==> src/rtl/pfs_consts.vh <==
// Register map, field layout and reset values of the fault source selector
`ifndef PFS_CONSTS_VH
`define PFS_CONSTS_VH

////////////////////////////////////////////////////////////////////////////////
// Register byte addresses (full 32-bit bus address)
`define PFS_ADDR_FAULT_EN      32'h0013003c
`define PFS_ADDR_DIODE_EN      32'h00130040
`define PFS_ADDR_IRQ_STATUS    32'h00130080
`define PFS_ADDR_IRQ_MASK      32'h00130084
`define PFS_ADDR_LIVE_STATE    32'h00130088

////////////////////////////////////////////////////////////////////////////////
// Reset values
`define PFS_RST_FAULT_EN       32'h00000000
`define PFS_RST_DIODE_EN       32'h00000000
`define PFS_RST_IRQ_MASK       32'h00000000

////////////////////////////////////////////////////////////////////////////////
// Writable bits of each register; bit 15 and bit 31 of the fault register stay zero
`define PFS_WMASK_FAULT_EN     32'h7fff7fff
`define PFS_WMASK_DIODE_EN     32'h0000007f
`define PFS_WMASK_IRQ_MASK     32'h00000007

////////////////////////////////////////////////////////////////////////////////
// Field positions in the fault source enable register
`define PFS_OUT_B_LSB          16
`define PFS_OUT_B_MSB          30
`define PFS_OUT_A_LSB          0
`define PFS_OUT_A_MSB          14
// Within each 15-bit group: digital 14:11, external 10:7, analog 6:0
`define PFS_GRP_DIG_LSB        11
`define PFS_GRP_EXT_LSB        7
`define PFS_GRP_ANA_LSB        0
`define PFS_GRP_W              15
// Diode emulation register: analog G..A at 6:0
`define PFS_DIODE_MSB          6
`define PFS_DIODE_LSB          0

////////////////////////////////////////////////////////////////////////////////
// Event bits of status, mask and live state registers
`define PFS_EV_OUT_A           0
`define PFS_EV_OUT_B           1
`define PFS_EV_DIODE           2
`define PFS_EV_W               3

////////////////////////////////////////////////////////////////////////////////
// AXI response codes
`define PFS_RESP_OKAY          2'h0
`define PFS_RESP_SLVERR        2'h2

`endif

==> src/rtl/pfs_sync2.v <==
// Two flip-flop synchroniser for inputs from outside the clock domain
`timescale 1ns/100ps
module pfs_sync2 #(
	parameter WIDTH = 1
) (
	input  wire             aclk,
	input  wire             aresetn,
	input  wire [WIDTH-1:0] async_in,
	output wire [WIDTH-1:0] sync_out
);

	reg [WIDTH-1:0] meta_r;   // First stage, read only by the second
	reg [WIDTH-1:0] sync_r;   // Second stage, safe to use

	////////////////////////////////////////////////////////////////////////////
	// Both stages clear on reset so nothing spurious leaves the block
	always @(posedge aclk) begin
		if (!aresetn) begin
			meta_r <= {WIDTH{1'b0}};
			sync_r <= {WIDTH{1'b0}};
		end else begin
			meta_r <= async_in;
			sync_r <= meta_r;
		end
	end

	assign sync_out = sync_r;

endmodule

==> src/rtl/pfs_top.v <==
// Fault and diode emulation source selection for the first pulse modulator channel
//
// Operation
// - Output B takes digital compares on bits 30:27
// - Output B takes external inputs on bits 26:23
// - Output B takes analog compares on bits 22:16
// - Output A takes digital compares on bits 14:11
// - Output A takes external inputs on bits 10:7
// - Output A takes analog compares on bits 6:0
// - Diode emulation takes analog compares, bits 6:0
// - All enables clear after reset
`timescale 1ns/100ps
`include "pfs_consts.vh"
module pfs_top (
	input  wire        aclk,
	input  wire        aresetn,
	// AXI4-Lite write address
	input  wire [31:0] s_axi_awaddr,
	input  wire        s_axi_awvalid,
	output wire        s_axi_awready,
	// AXI4-Lite write data
	input  wire [31:0] s_axi_wdata,
	input  wire [3:0]  s_axi_wstrb,
	input  wire        s_axi_wvalid,
	output wire        s_axi_wready,
	// AXI4-Lite write response
	output wire [1:0]  s_axi_bresp,
	output wire        s_axi_bvalid,
	input  wire        s_axi_bready,
	// AXI4-Lite read address
	input  wire [31:0] s_axi_araddr,
	input  wire        s_axi_arvalid,
	output wire        s_axi_arready,
	// AXI4-Lite read data
	output wire [31:0] s_axi_rdata,
	output wire [1:0]  s_axi_rresp,
	output wire        s_axi_rvalid,
	input  wire        s_axi_rready,
	// Fault sources
	input  wire [3:0]  digital_threshold_compare,
	input  wire [3:0]  ext_fault_in,
	input  wire [6:0]  analog_threshold_compare,
	// Detection results
	output wire        out_a_fault_detect,
	output wire        out_b_fault_detect,
	output wire        ideal_diode_emulation_detect,
	output wire        irq
);

	////////////////////////////////////////////////////////////////////////////
	// Helper functions

	// OR of all sources whose enable is set
	function any_enabled;
		input [`PFS_GRP_W-1:0] enables;
		input [`PFS_GRP_W-1:0] sources;
		begin
			any_enabled = |(enables & sources);
		end
	endfunction

	// Merge write data into a register under byte strobes and a writable mask
	function [31:0] strobe_merge;
		input [31:0] old_val;
		input [31:0] new_val;
		input [3:0]  strb;
		input [31:0] wmask;
		reg   [31:0] byte_en;
		begin
			byte_en      = {{8{strb[3]}}, {8{strb[2]}}, {8{strb[1]}}, {8{strb[0]}}};
			strobe_merge = ((old_val & ~byte_en) | (new_val & byte_en)) & wmask;
		end
	endfunction

	// Address is one of the mapped words
	function addr_mapped;
		input [31:0] addr;
		begin
			addr_mapped = (addr == `PFS_ADDR_FAULT_EN) ||
				(addr == `PFS_ADDR_DIODE_EN) ||
				(addr == `PFS_ADDR_IRQ_STATUS) ||
				(addr == `PFS_ADDR_IRQ_MASK) ||
				(addr == `PFS_ADDR_LIVE_STATE);
		end
	endfunction

	////////////////////////////////////////////////////////////////////////////
	// Declarations

	reg  [31:0] fault_en_r;        // Output A/B source enables
	reg  [31:0] diode_en_r;        // Diode emulation source enables
	reg  [31:0] irq_mask_r;        // Interrupt mask
	reg  [`PFS_EV_W-1:0] irq_status_r;  // Sticky event bits
	reg  [`PFS_EV_W-1:0] irq_status_nxt;

	reg         awready_r;         // Write address slot free
	reg         wready_r;          // Write data slot free
	reg         aw_full_r;         // Address held
	reg         w_full_r;          // Data held
	reg  [31:0] aw_addr_r;         // Held write address
	reg  [31:0] w_data_r;          // Held write data
	reg  [3:0]  w_strb_r;          // Held byte strobes
	reg         bvalid_r;          // Write response pending
	reg  [1:0]  bresp_r;           // Write response code

	reg         arready_r;         // Read address slot free
	reg         rvalid_r;          // Read data pending
	reg  [31:0] rdata_r;           // Read data
	reg  [1:0]  rresp_r;           // Read response code

	reg         fault_a_r;         // Registered output A detection
	reg         fault_b_r;         // Registered output B detection
	reg         diode_r;           // Registered diode emulation detection
	reg         irq_r;             // Registered interrupt level

	wire [3:0]  ext_sync;          // External pins after synchroniser
	wire [6:0]  ana_sync;          // Analog compares after synchroniser
	wire [`PFS_GRP_W-1:0] src_vec; // All sources in field order
	wire        fault_a_nxt;       // Combined output A detection
	wire        fault_b_nxt;       // Combined output B detection
	wire        diode_nxt;         // Combined diode emulation detection
	wire [`PFS_EV_W-1:0] ev_rise;  // Rising edges of detections
	wire        do_write;          // Both halves of a write are held
	wire        ar_take;           // Read address handshake
	wire [31:0] live_state;        // Current detection levels

	////////////////////////////////////////////////////////////////////////////
	// Input synchronisers
	// Pins and analog comparators come from outside the clock domain, so they
	// pay two cycles of latency; digital compares are on-chip and pass directly.

	pfs_sync2 #(
		.WIDTH (4)
	) u_ext_sync (
		.aclk     (aclk),
		.aresetn  (aresetn),
		.async_in (ext_fault_in),
		.sync_out (ext_sync)
	);

	pfs_sync2 #(
		.WIDTH (7)
	) u_ana_sync (
		.aclk     (aclk),
		.aresetn  (aresetn),
		.async_in (analog_threshold_compare),
		.sync_out (ana_sync)
	);

	////////////////////////////////////////////////////////////////////////////
	// Source selection
	// The 15-bit source vector matches the field order of both output groups,
	// so one AND-OR serves A and B alike.

	assign src_vec = {digital_threshold_compare, ext_sync, ana_sync};

	// Output B group, bits 30:16
	assign fault_b_nxt = any_enabled(fault_en_r[`PFS_OUT_B_MSB:`PFS_OUT_B_LSB],
		src_vec);

	// Output A group, bits 14:0
	assign fault_a_nxt = any_enabled(fault_en_r[`PFS_OUT_A_MSB:`PFS_OUT_A_LSB],
		src_vec);

	// Diode emulation: analog compares only, digital and external held off
	assign diode_nxt = any_enabled({8'h00, diode_en_r[`PFS_DIODE_MSB:`PFS_DIODE_LSB]},
		{8'h00, ana_sync});

	////////////////////////////////////////////////////////////////////////////
	// Registered detection outputs
	always @(posedge aclk) begin
		if (!aresetn) begin
			fault_a_r <= 1'b0;
			fault_b_r <= 1'b0;
			diode_r   <= 1'b0;
		end else begin
			fault_a_r <= fault_a_nxt;
			fault_b_r <= fault_b_nxt;
			diode_r   <= diode_nxt;
		end
	end

	assign out_a_fault_detect           = fault_a_r;
	assign out_b_fault_detect           = fault_b_r;
	assign ideal_diode_emulation_detect = diode_r;

	////////////////////////////////////////////////////////////////////////////
	// Interrupt events: a rising detection is one event
	assign ev_rise[`PFS_EV_OUT_A] = fault_a_nxt & ~fault_a_r;
	assign ev_rise[`PFS_EV_OUT_B] = fault_b_nxt & ~fault_b_r;
	assign ev_rise[`PFS_EV_DIODE] = diode_nxt & ~diode_r;

	assign live_state = {29'h0, diode_r, fault_b_r, fault_a_r};

	// Read of status clears it; an event in the same cycle wins over the clear
	always @* begin
		irq_status_nxt = irq_status_r;
		if (ar_take && (s_axi_araddr == `PFS_ADDR_IRQ_STATUS)) begin
			irq_status_nxt = {`PFS_EV_W{1'b0}};
		end
		irq_status_nxt = irq_status_nxt | ev_rise;
	end

	// Status and interrupt level
	always @(posedge aclk) begin
		if (!aresetn) begin
			irq_status_r <= {`PFS_EV_W{1'b0}};
			irq_r        <= 1'b0;
		end else begin
			irq_status_r <= irq_status_nxt;
			irq_r        <= |(irq_status_nxt & irq_mask_r[`PFS_EV_W-1:0]);
		end
	end

	assign irq = irq_r;

	////////////////////////////////////////////////////////////////////////////
	// AXI write channel
	// Address and data are caught separately in either order; the write is
	// applied once both are held, raising the response in the same cycle. Each ready
	// stays low until the response is taken, so one write at a time.

	assign do_write = aw_full_r & w_full_r & ~bvalid_r;

	always @(posedge aclk) begin
		if (!aresetn) begin
			awready_r <= 1'b1;
			wready_r  <= 1'b1;
			aw_full_r <= 1'b0;
			w_full_r  <= 1'b0;
			aw_addr_r <= 32'h00000000;
			w_data_r  <= 32'h00000000;
			w_strb_r  <= 4'h0;
			bvalid_r  <= 1'b0;
			bresp_r   <= `PFS_RESP_OKAY;
		end else begin
			// Catch the address
			if (s_axi_awvalid && awready_r) begin
				aw_addr_r <= s_axi_awaddr;
				aw_full_r <= 1'b1;
				awready_r <= 1'b0;
			end
			// Catch the data
			if (s_axi_wvalid && wready_r) begin
				w_data_r <= s_axi_wdata;
				w_strb_r <= s_axi_wstrb;
				w_full_r <= 1'b1;
				wready_r <= 1'b0;
			end
			// Both held: commit and answer
			if (do_write) begin
				aw_full_r <= 1'b0;
				w_full_r  <= 1'b0;
				bvalid_r  <= 1'b1;
				if (addr_mapped(aw_addr_r)) begin
					bresp_r <= `PFS_RESP_OKAY;
				end else begin
					bresp_r <= `PFS_RESP_SLVERR;
				end
			end
			// Response taken: reopen both slots
			if (bvalid_r && s_axi_bready) begin
				bvalid_r  <= 1'b0;
				awready_r <= 1'b1;
				wready_r  <= 1'b1;
			end
		end
	end

	assign s_axi_awready = awready_r;
	assign s_axi_wready  = wready_r;
	assign s_axi_bvalid  = bvalid_r;
	assign s_axi_bresp   = bresp_r;

	////////////////////////////////////////////////////////////////////////////
	// Writable registers
	// Reserved bits are masked at the write so they can never read back set.
	always @(posedge aclk) begin
		if (!aresetn) begin
			fault_en_r <= `PFS_RST_FAULT_EN;
			diode_en_r <= `PFS_RST_DIODE_EN;
			irq_mask_r <= `PFS_RST_IRQ_MASK;
		end else if (do_write) begin
			case (aw_addr_r)
				`PFS_ADDR_FAULT_EN: begin
					fault_en_r <= strobe_merge(fault_en_r, w_data_r, w_strb_r,
						`PFS_WMASK_FAULT_EN);
				end
				`PFS_ADDR_DIODE_EN: begin
					diode_en_r <= strobe_merge(diode_en_r, w_data_r, w_strb_r,
						`PFS_WMASK_DIODE_EN);
				end
				`PFS_ADDR_IRQ_MASK: begin
					irq_mask_r <= strobe_merge(irq_mask_r, w_data_r, w_strb_r,
						`PFS_WMASK_IRQ_MASK);
				end
				default: begin
					// Status and live state are read only; others unmapped
				end
			endcase
		end
	end

	////////////////////////////////////////////////////////////////////////////
	// AXI read channel
	// Data is sampled at the address handshake; the status read returns the
	// bits as they were before the clear-on-read takes effect.

	assign ar_take = s_axi_arvalid & arready_r;

	always @(posedge aclk) begin
		if (!aresetn) begin
			arready_r <= 1'b1;
			rvalid_r  <= 1'b0;
			rdata_r   <= 32'h00000000;
			rresp_r   <= `PFS_RESP_OKAY;
		end else begin
			if (ar_take) begin
				arready_r <= 1'b0;
				rvalid_r  <= 1'b1;
				rresp_r   <= `PFS_RESP_OKAY;
				case (s_axi_araddr)
					`PFS_ADDR_FAULT_EN: begin
						rdata_r <= fault_en_r;
					end
					`PFS_ADDR_DIODE_EN: begin
						rdata_r <= diode_en_r;
					end
					`PFS_ADDR_IRQ_STATUS: begin
						rdata_r <= {29'h0, irq_status_r};
					end
					`PFS_ADDR_IRQ_MASK: begin
						rdata_r <= irq_mask_r;
					end
					`PFS_ADDR_LIVE_STATE: begin
						rdata_r <= live_state;
					end
					default: begin
						// Unmapped: zero data, slave error
						rdata_r <= 32'h00000000;
						rresp_r <= `PFS_RESP_SLVERR;
					end
				endcase
			end else if (rvalid_r && s_axi_rready) begin
				rvalid_r  <= 1'b0;
				arready_r <= 1'b1;
			end
		end
	end

	assign s_axi_arready = arready_r;
	assign s_axi_rvalid  = rvalid_r;
	assign s_axi_rdata   = rdata_r;
	assign s_axi_rresp   = rresp_r;

endmodule

==> config.mk <==
export PLATFORM = sky130hd
export DESIGN_NAME = pfs_top
export DESIGN_NICKNAME = d
export VERILOG_FILES = /design/src/rtl/pfs_sync2.v /design/src/rtl/pfs_top.v
export VERILOG_INCLUDE_DIRS = /design/src /design/src/rtl
export SDC_FILE = /design/constraint.sdc
export NUM_CORES = 1
export LEC_CHECK = 0
export BUFFER_PORTS_ARGS = -buffer_cell sky130_fd_sc_hd__buf_2
export CAP_MARGIN = 5
export CELL_PAD_IN_SITES_DETAIL_PLACEMENT = 2
export CELL_PAD_IN_SITES_GLOBAL_PLACEMENT = 2
export CORE_ASPECT_RATIO = 1.2
export CORE_UTILIZATION = 33
export CTS_BUF_LIST = sky130_fd_sc_hd__clkbuf_2
export CTS_CLUSTER_DIAMETER = 150
export DETAILED_ROUTE_END_ITERATION = 6
export PLACE_DENSITY = 0.88
export SLEW_MARGIN = 20
export SYNTH_ARGS = -nofsm -noshare
export SYNTH_HDL_FRONTEND = slang
export SYNTH_SLANG_ARGS = --single-unit
==> constraint.sdc <==
create_clock -name aclk -period 2.5 [get_ports aclk]
set_input_delay 0.625 -clock aclk [delete_from_list [all_inputs] [get_ports aclk]]
set_output_delay 0.625 -clock aclk [all_outputs]
set_load 0.05 [all_outputs]
* Word level (Yosys, flattened, before mapping)
Cells that the tools add are included.
W data, S select, Z words.
** Storage, ports and cells
- Flip-flop bits (word level) :: 179
- Output and inout port bits :: 45
** Operators by class
- Equality and inequality tests :: 10
- Mux-type cells :: 8
- Bitwise gates (word level) :: 24
- Reduce and logical (&&, ||, !) cells :: 20
** Operators by type and width (number)
- $eq A32 B21 Y1 const B :: 10
- $pmux W31 S5 :: 1
- $and A31 B31 Y31 :: 2
- $reduce_or A15 Y1 :: 3
- $not A31 Y31 :: 1
- $or A31 B31 Y31 :: 1
- $and A15 B15 Y15 :: 2
- $and A7 B7 Y7 :: 2
- $or A7 B7 Y7 :: 1
- $and A1 B1 Y1 :: 6
- $and A3 B3 Y3 :: 2
- $or A3 B3 Y3 :: 2
- $reduce_and A2 Y1 :: 3
- $logic_and A1 B1 Y1 :: 5
- $not A1 Y1 :: 5
- $reduce_or A5 Y1 :: 1
- $logic_or A1 B1 Y1 :: 4
- $mux W1 :: 4
- $mux W2 :: 2
- $reduce_or A2 Y1 :: 2
- $mux W3 :: 1
- $reduce_or A3 Y1 :: 1
- $reduce_bool A2 Y1 :: 1

* Longest topological paths before layout
Gate-level depths: netlist (run 1).
- Word-level depth :: 6
- Mapped depth :: 7
- Gate-level depth less buffers :: 5

* Modules after synthesis
Synthesis (run 1) repeated with hierarchy kept, for this count alone.
** Second synthesis, totals
- Cells, all modules :: 722
- Area total of the unflattened synthesis :: 6452.4 um^2
** By module, submodules not included
- pfs_top :: cells each 677, instances 1, area each 5850.6 um^2
- pfs_sync2 (u_ana_sync) :: cells each 29, instances 1, area each 391.6 um^2
- pfs_sync2 (u_ext_sync) :: cells each 16, instances 1, area each 210.2 um^2

* Worst setup path before layout (run 1)
No wires, ideal clock.
- Path type :: in2reg
- Start :: input s_axi_araddr[23]
- End :: register irq_r (netlist: irq)
- Required time :: 2.376 ns
- Path slack :: 0.389 ns
- Data arrival time :: 1.986 ns
- Stages :: 5
- Buffers on the path :: 0
- Cell sequence :: nor4b_2 nand4_2 nor4_4 o22ai_2 a2111o_1
** On the way
- Word-level cells in the longest chain between the ends :: 6
** RTL lines
- from (decl) :: RTL line pfs_top.v:31 : input wire [31:0] s_axi_araddr,
- $eq A32 B21 Y1
- $logic_and A1 B1 Y1 :: RTL line pfs_top.v:198 : if (ar_take && (s_axi_araddr == `PFS_ADDR_IRQ_STATUS)) begin
- $mux W3 :: RTL line pfs_top.v:198
- $or A3 B3 Y3 :: RTL line pfs_top.v:201 : irq_status_nxt = irq_status_nxt | ev_rise;
- $and A3 B3 Y3 :: RTL line pfs_top.v:211 : irq_r <= |(irq_status_nxt & irq_mask_r[`PFS_EV_W-1:0]);
- $reduce_or A3 Y1 :: RTL line pfs_top.v:211
- to (signal assigned) :: RTL line pfs_top.v:211
- to (decl) :: RTL line pfs_top.v:114 : reg irq_r;
Every way passes these cells.
A chain may end at the register's enable or synchronous reset.

* Worst setup path after layout (run 1)
- Start :: register wready_r (netlist: s_axi_wready)
- End :: output s_axi_wready
** RTL lines
- from (decl) :: RTL line pfs_top.v:97 : reg wready_r;
- from (signal assigned) :: RTL line pfs_top.v:228 : wready_r <= 1'b1;
- from (signal assigned) :: RTL line pfs_top.v:248 : wready_r <= 1'b0;
- from (signal assigned) :: RTL line pfs_top.v:265 : wready_r <= 1'b1;
- to (decl) :: RTL line pfs_top.v:25 : output wire s_axi_wready,
No word-level cell between the ends.

==> results of run 1 <==
[logic make-up (layout without fill, tap and decap cells)]
logic type	Yosys count	after routing
DFF	174	174
other	1	7
AOI/OAI and AO/OA	175	175
and+or+nand+nor	349	349
buffers and inverters	65	285
muxes	13	13
[routing by layer]
| metal | part of all wire | vias to the layer above |
|---|---|---|
| met5 | 0 | - |
| met1 | 0.37 | 3183 |
| met2 | 0.55 | 209 |
| li1 | - | 3085 |
| met3 | 0.053 | 52 |
| met4 | 0.033 | 0 |
[power by group through the flow]
| stage | Clock [uW] | Combinational (uW) | Sequential (uW) |
|---|---|---|---|
| 6_report | 1670 | 556 | 2940 |
| 5_1_grt | 1820 | 603 | 2960 |
| 4_1_cts | 1670 | 533 | 2940 |
| 3_5_place_dp | 0 | 461 | 2980 |
| 3_3_place_gp | 0 | 444 | 2980 |
| 2_1_floorplan | 0 | 252 | 2990 |
[metrics by stage]
step / util / hold WS (ns) / total power [uW] / setup slack (ns)
floorplan: - / 0.412 / 3240 / 0.389
global placement: 0.386 / 0.421 / 3420 / 0.0823
detailed placement: 0.386 / 0.427 / 3440 / 0.0614
CTS: 0.426 / 0.00139 / 5140 / 0.214
global route: 0.430 / -0.00645 / 5370 / 0.129
finish: 0.430 / 0.0238 / 5170 / 0.230
[final timing paths]
| kind | startpoint | endpoint | slack, ns | cells after the start |
|---|---|---|---|---|
| worst min register to register | w_data_r[9] | register | 0.46 | 2 |
| worst max-delay path | s_axi_wready | s_axi_wready | 0.23 | 1 |
| worst min-delay path | s_axi_wdata[5] | w_data_r[5] | 0.02 | 3 |
| worst max register to register | aw_addr_r[12] | register | 0.33 | 6 |
[cell usage in the layout (no fill, tap or decap), types with 3 or more instances in the layout]
cell,instances
and2_1,26
buf_4,20
a21boi_0,76
nor2_1,20
nand3_1,38
nand2b_1,4
a222oi_1,3
clkinv_8,7
inv_6,4
dlygate4sd3_1,63
a21oi_1,4
nor4_4,6
nand2_1,197
a22o_1,7
o211ai_1,3
nor2b_1,26
dfxtp_1,174
buf_2,159
diode_2,3
inv_1,9
a2bb2oi_1,3
nor4_2,7
a22oi_1,38
clkbuf_2,17
o21ai_0,36
mux2i_1,13
conb_1,4
[final cells by class]
class	count	area, sq um
Clock inverter	15	204
Tap cell	270	338
Timing Repair Buffer	244	1620
Fill cell	2301	11900
Inverter	9	33.8
Clock buffer	17	85.1
Antenna cell	3	7.51
Sequential cell	174	3480
Multi-Input combinational cell	541	3230
[what timing repair did]
item	in CTS	in global routing
resized for setup	0	0
hold buffers	54	9
hold endpoints to repair	54	9
==> results.cfg, run 1 <==
[worst_setup_path]
crit_required_ns = 1.88
worstSetupPathType = reg -> out
arrival_ns = 1.65
critPathBufInv = 1
critPathLaunchType = register
cp_cell_sequence = buf_2
crit_fanout = 4
crit_slowest_cell = dfxtp_1
worstSetupEndpointType = output port
critical-path-max-stage-delay_ns = 0.49
cp_top_family = flip-flops

[grt]
antenna_found_initial = 3
grt_pass1_vias = 7293
grt_use_met3 = 0.0515
grt_usage = 0.237
overflow = 0
met1_usage = 0.241
grt_pass1_wl_mm = 39.1
grtUsageMet2 = 0.456
grt_most_used_layer = met2
grt_max_degree = 72

[die]
ios = 167
initial_core_util = 0.335
die_height_um = 162
dieArea_sq_um = 21800
core_sq_um = 20900
rows = 58
dieWidth_um = 135

[timing]
report.final.slew_viol_count = 0
layout_min_cycle_time_ns = 2.27
hold_viol_final = 0
tns_ns = 0
worst_pin_slew_ns = 0.612
slew_headroom = 0.592
clock.fmax_mhz = 440
setup_violations = 0
min_period_over_period = 0.908
rsz0062_at_grt = false
clock_skew_ns = 0.0697

[final_layout]
final_area_sq_um = 9000
final_cells = 1273
drive_gt1_frac = 0.235
syn2layout_area_growth_pct = 28.6
final_nets = 1109

[synthesis]
synth_compound_area_frac = 0.178
syn_inst = 777
synth_area_sq_um = 7000
synth_simple_gate_area_frac = 0.263
synth-main-ff-cell = dfxtp_1
yosys.area_share.xor_xnor = 0
synth_edf_count = 0
ys_seq_elements = 174
ys_warn_count = 0
yosys.area_share.adder = 0
ys_seq_area_frac = 0.498
synth_area_leaders = dfxtp_1, nand2_1, a21boi_0, a22oi_1, nand3_1
synth_area_per_cell_sq_um = 9.01
yosysMostFrequentCell = nand2_1
async_reset_ff_frac = 0
synth.largest_area_cell = dfxtp_1
synth_cell_type_count = 46
synth_top_area_share = 0.498
synthMuxAreaShare = 0.0186
synth_top_family_by_area = simple AND/OR/NAND/NOR gates
synth_common_cells = nand2_1, dfxtp_1, a21boi_0

[routing]
via_per_inst = 5.13
drt-total-wl_mm = 25.7
ant_nets = 0
drc = 0
first_iter_violations = 273
drt-pass1-iter-count = 4
wl_per_cell_um = 20.2
vias = 6529

[cts]
cts_tree = built
clk_pin_slew_ns = 0.36
clk_latency_ns = 0.86
cts_buffer_depth = 2
cts.htree.levels = 4
cts_root_buffer = clkbuf_2
clock-sinks = 174
cts_made_buffers = 17
cts_setup_buffers = 0

[hold_path]
hold_class = in -> reg

[power]
p_seq_frac = 0.570
p_sw_frac = 0.322
power_leakage_uw = 0.00360
clkPwrFrac = 0.323
irDropWorstVdd_mv = 0.314
internal_power_uw = 3500
p_comb_frac = 0.108
switchingPower_uw = 1660
power.density_nw_per_um2 = 574

[status]
outcome = completed

[placed_design]
dpl.hpwl_mm = 15.9
post-place-cells = 1175
io_buffers = 160
gp_congestion = 0.771
place_area_sq_um = 8070

[run]
maxCapViolations = 0
No activity file was read; power rests on OpenSTA's default activity.
==> run 2, diff against run 1 <==
Settings changed: PLACE_DENSITY 0.88 to 0.92.
==> run 2 against run 1 <==
Against the previous run: wire length shrank 9.2%; non-clock buffer count shrank 39; setup slack gained 0.062 ns; cell area is 4.7% lower; critical path type is now reg -> reg; highest routed layer unchanged.
==> results.cfg, run 2 (synthesized netlist as in run 1, its figures left out) <==
[worst_setup_path]
arrival_ns = 2.89
ff2ff_setup_slack_ns = 0.29
cp_top_family = simple AND/OR/NAND/NOR gates
critPathLaunchType = register
critPathBufInv = 1
worstSetupPathType = reg -> reg
crit_required_ns = 3.19
worstSetupEndpointType = register
crit_fanout = 16
r2r_cells = 6
critical-path-max-stage-delay_ns = 0.57
r2r-start = aw_addr_r[12]
crit_slowest_cell = nor4_1
cp_cell_sequence = nor4_1 -> nand4_2 -> nor4_4 -> buf_4 -> nand3_1 -> o21ai_0

[routing]
drt-pass1-iter-count = 4
routedLengthMet1_mm = 9.30
via_per_inst = 5.12
wl_met2_mm = 12.5
ant_nets = 0
drc = 0
vias = 6317
wl_per_cell_um = 18.9
first_iter_violations = 256
drt-total-wl_mm = 23.4
dr_wl_met3_mm = 1.06
highest_layer = met4

[timing]
setup_violations = 0
clock.fmax_mhz = 453
min_period_over_period = 0.883
rsz0062_at_grt = false
report.final.slew_viol_count = 0
tns_ns = 0
fin_ws_ns = 0.291
worst_pin_slew_ns = 0.615
hold_viol_final = 0
slew_headroom = 0.586
clock_skew_ns = 0.0351
layout_min_cycle_time_ns = 2.21

[cts]
cts_tree = built
clk_pin_slew_ns = 0.27
cts_setup_buffers = 0
cts.htree.levels = 4
cts_made_buffers = 17
hold_buffers = 21
cts_resized = 0
clock-sinks = 174
cts_buffer_depth = 2
clk_latency_ns = 0.78
cts_root_buffer = clkbuf_2

[hold_path]
hold_depth = 2
hp-start = analog_threshold_compare[5]
worst_hold_path.endpoint = u_ana_sync.meta_r[5]
hold_class = in -> reg

[grt]
grt_pass1_wl_mm = 37.0
grt_pass1_vias = 6959
grt_max_degree = 83
antenna_found_initial = 3
overflow = 0
grt_usage = 0.221

[power]
irDropWorstVdd_mv = 0.235
power_leakage_uw = 0.00342
power.density_nw_per_um2 = 581

[placed_design]
dpl.hpwl_mm = 16.8
post-place-ws_ns = 0.0470
gp_congestion = 0.813
io_buffers = 160

[run]
maxCapViolations = 0

[final_layout]
drive_gt1_frac = 0.245
nFillCells = 2322
most-common-layout-cells = nand2_1, dfxtp_1, buf_2
syn2layout_area_growth_pct = 22.5
final_common_cell = nand2_1
final_nets = 1070

[die]
dieArea_sq_um = 21800
ios = 167
core_sq_um = 20900
dieWidth_um = 135
rows = 58
initial_core_util = 0.335
die_height_um = 162

[status]
outcome = completed
==> run 2: how the worst max path moves through the flow <==
stage | start | endpoint | slack [ns] | cells past startpoint
after floorplan | s_axi_araddr[23] | irq | 0.39 | 5
after global placement | s_axi_araddr[13] | irq | 0.12 | 6
after detailed placement | s_axi_araddr[13] | irq | 0.05 | 6
after CTS | aw_addr_r[12] | register | 0.24 | 6
after global routing | aw_addr_r[12] | register | 0.13 | 6
final | aw_addr_r[12] | register | 0.29 | 6
==> run 2: cell type report <==
| cell class | instances | area, sq um | share of cell area |
|---|---|---|---|
| Sequential cell | 174 | 3480 | 0.406 |
| Antenna cell | 3 | 7.51 | 0.000876 |
| Clock inverter | 15 | 168 | 0.0196 |
| Inverter | 9 | 33.8 | 0.00394 |
| Timing Repair Buffer | 205 | 1230 | 0.143 |
| Multi-Input combinational cell | 541 | 3230 | 0.377 |
| Tap cell | 270 | 338 | 0.0394 |
| Clock buffer | 17 | 85.1 | 0.00993 |
==> run 2: metrics by stage <==
step                utilization  std cells  hold WS [ns]  cell area (sq um)  power, uW
CTS                       0.408       1228     0.0000531               8530       5030
global placement          0.386       1175         0.419               8070       3420
floorplan                     -        780         0.412               7010       3240
global route              0.410       1232      0.000391               8560       5210
finish                    0.410       1234        0.0562               8570       4980
detailed placement        0.386       1175         0.430               8070       3450
==> run 2: worst reg2reg max path: stages (launching register included) <==
cell     delay (ns)
dfxtp_1        0.38
nor4_1         0.57
nand4_2        0.42
nor4_4         0.25
buf_4          0.25
nand3_1        0.12
o21ai_0        0.15
==> run 2: per-layer routing <==
layer | GRT usage | vias up
met1 | 0.239 | 3124
met3 | 0.0443 | 36
li1 | - | 2996
met4 | 0.0889 | 0
met5 | 0 | -
met2 | 0.412 | 161
==> run 2: power breakdown <==
group | total, uW | switching, uW | internal [uW]
clock network | 1550 | 1130 | 420
registers | 2940 | 62.6 | 2870
logic | 494 | 292 | 202
total | 4980 | 1490 | 3500
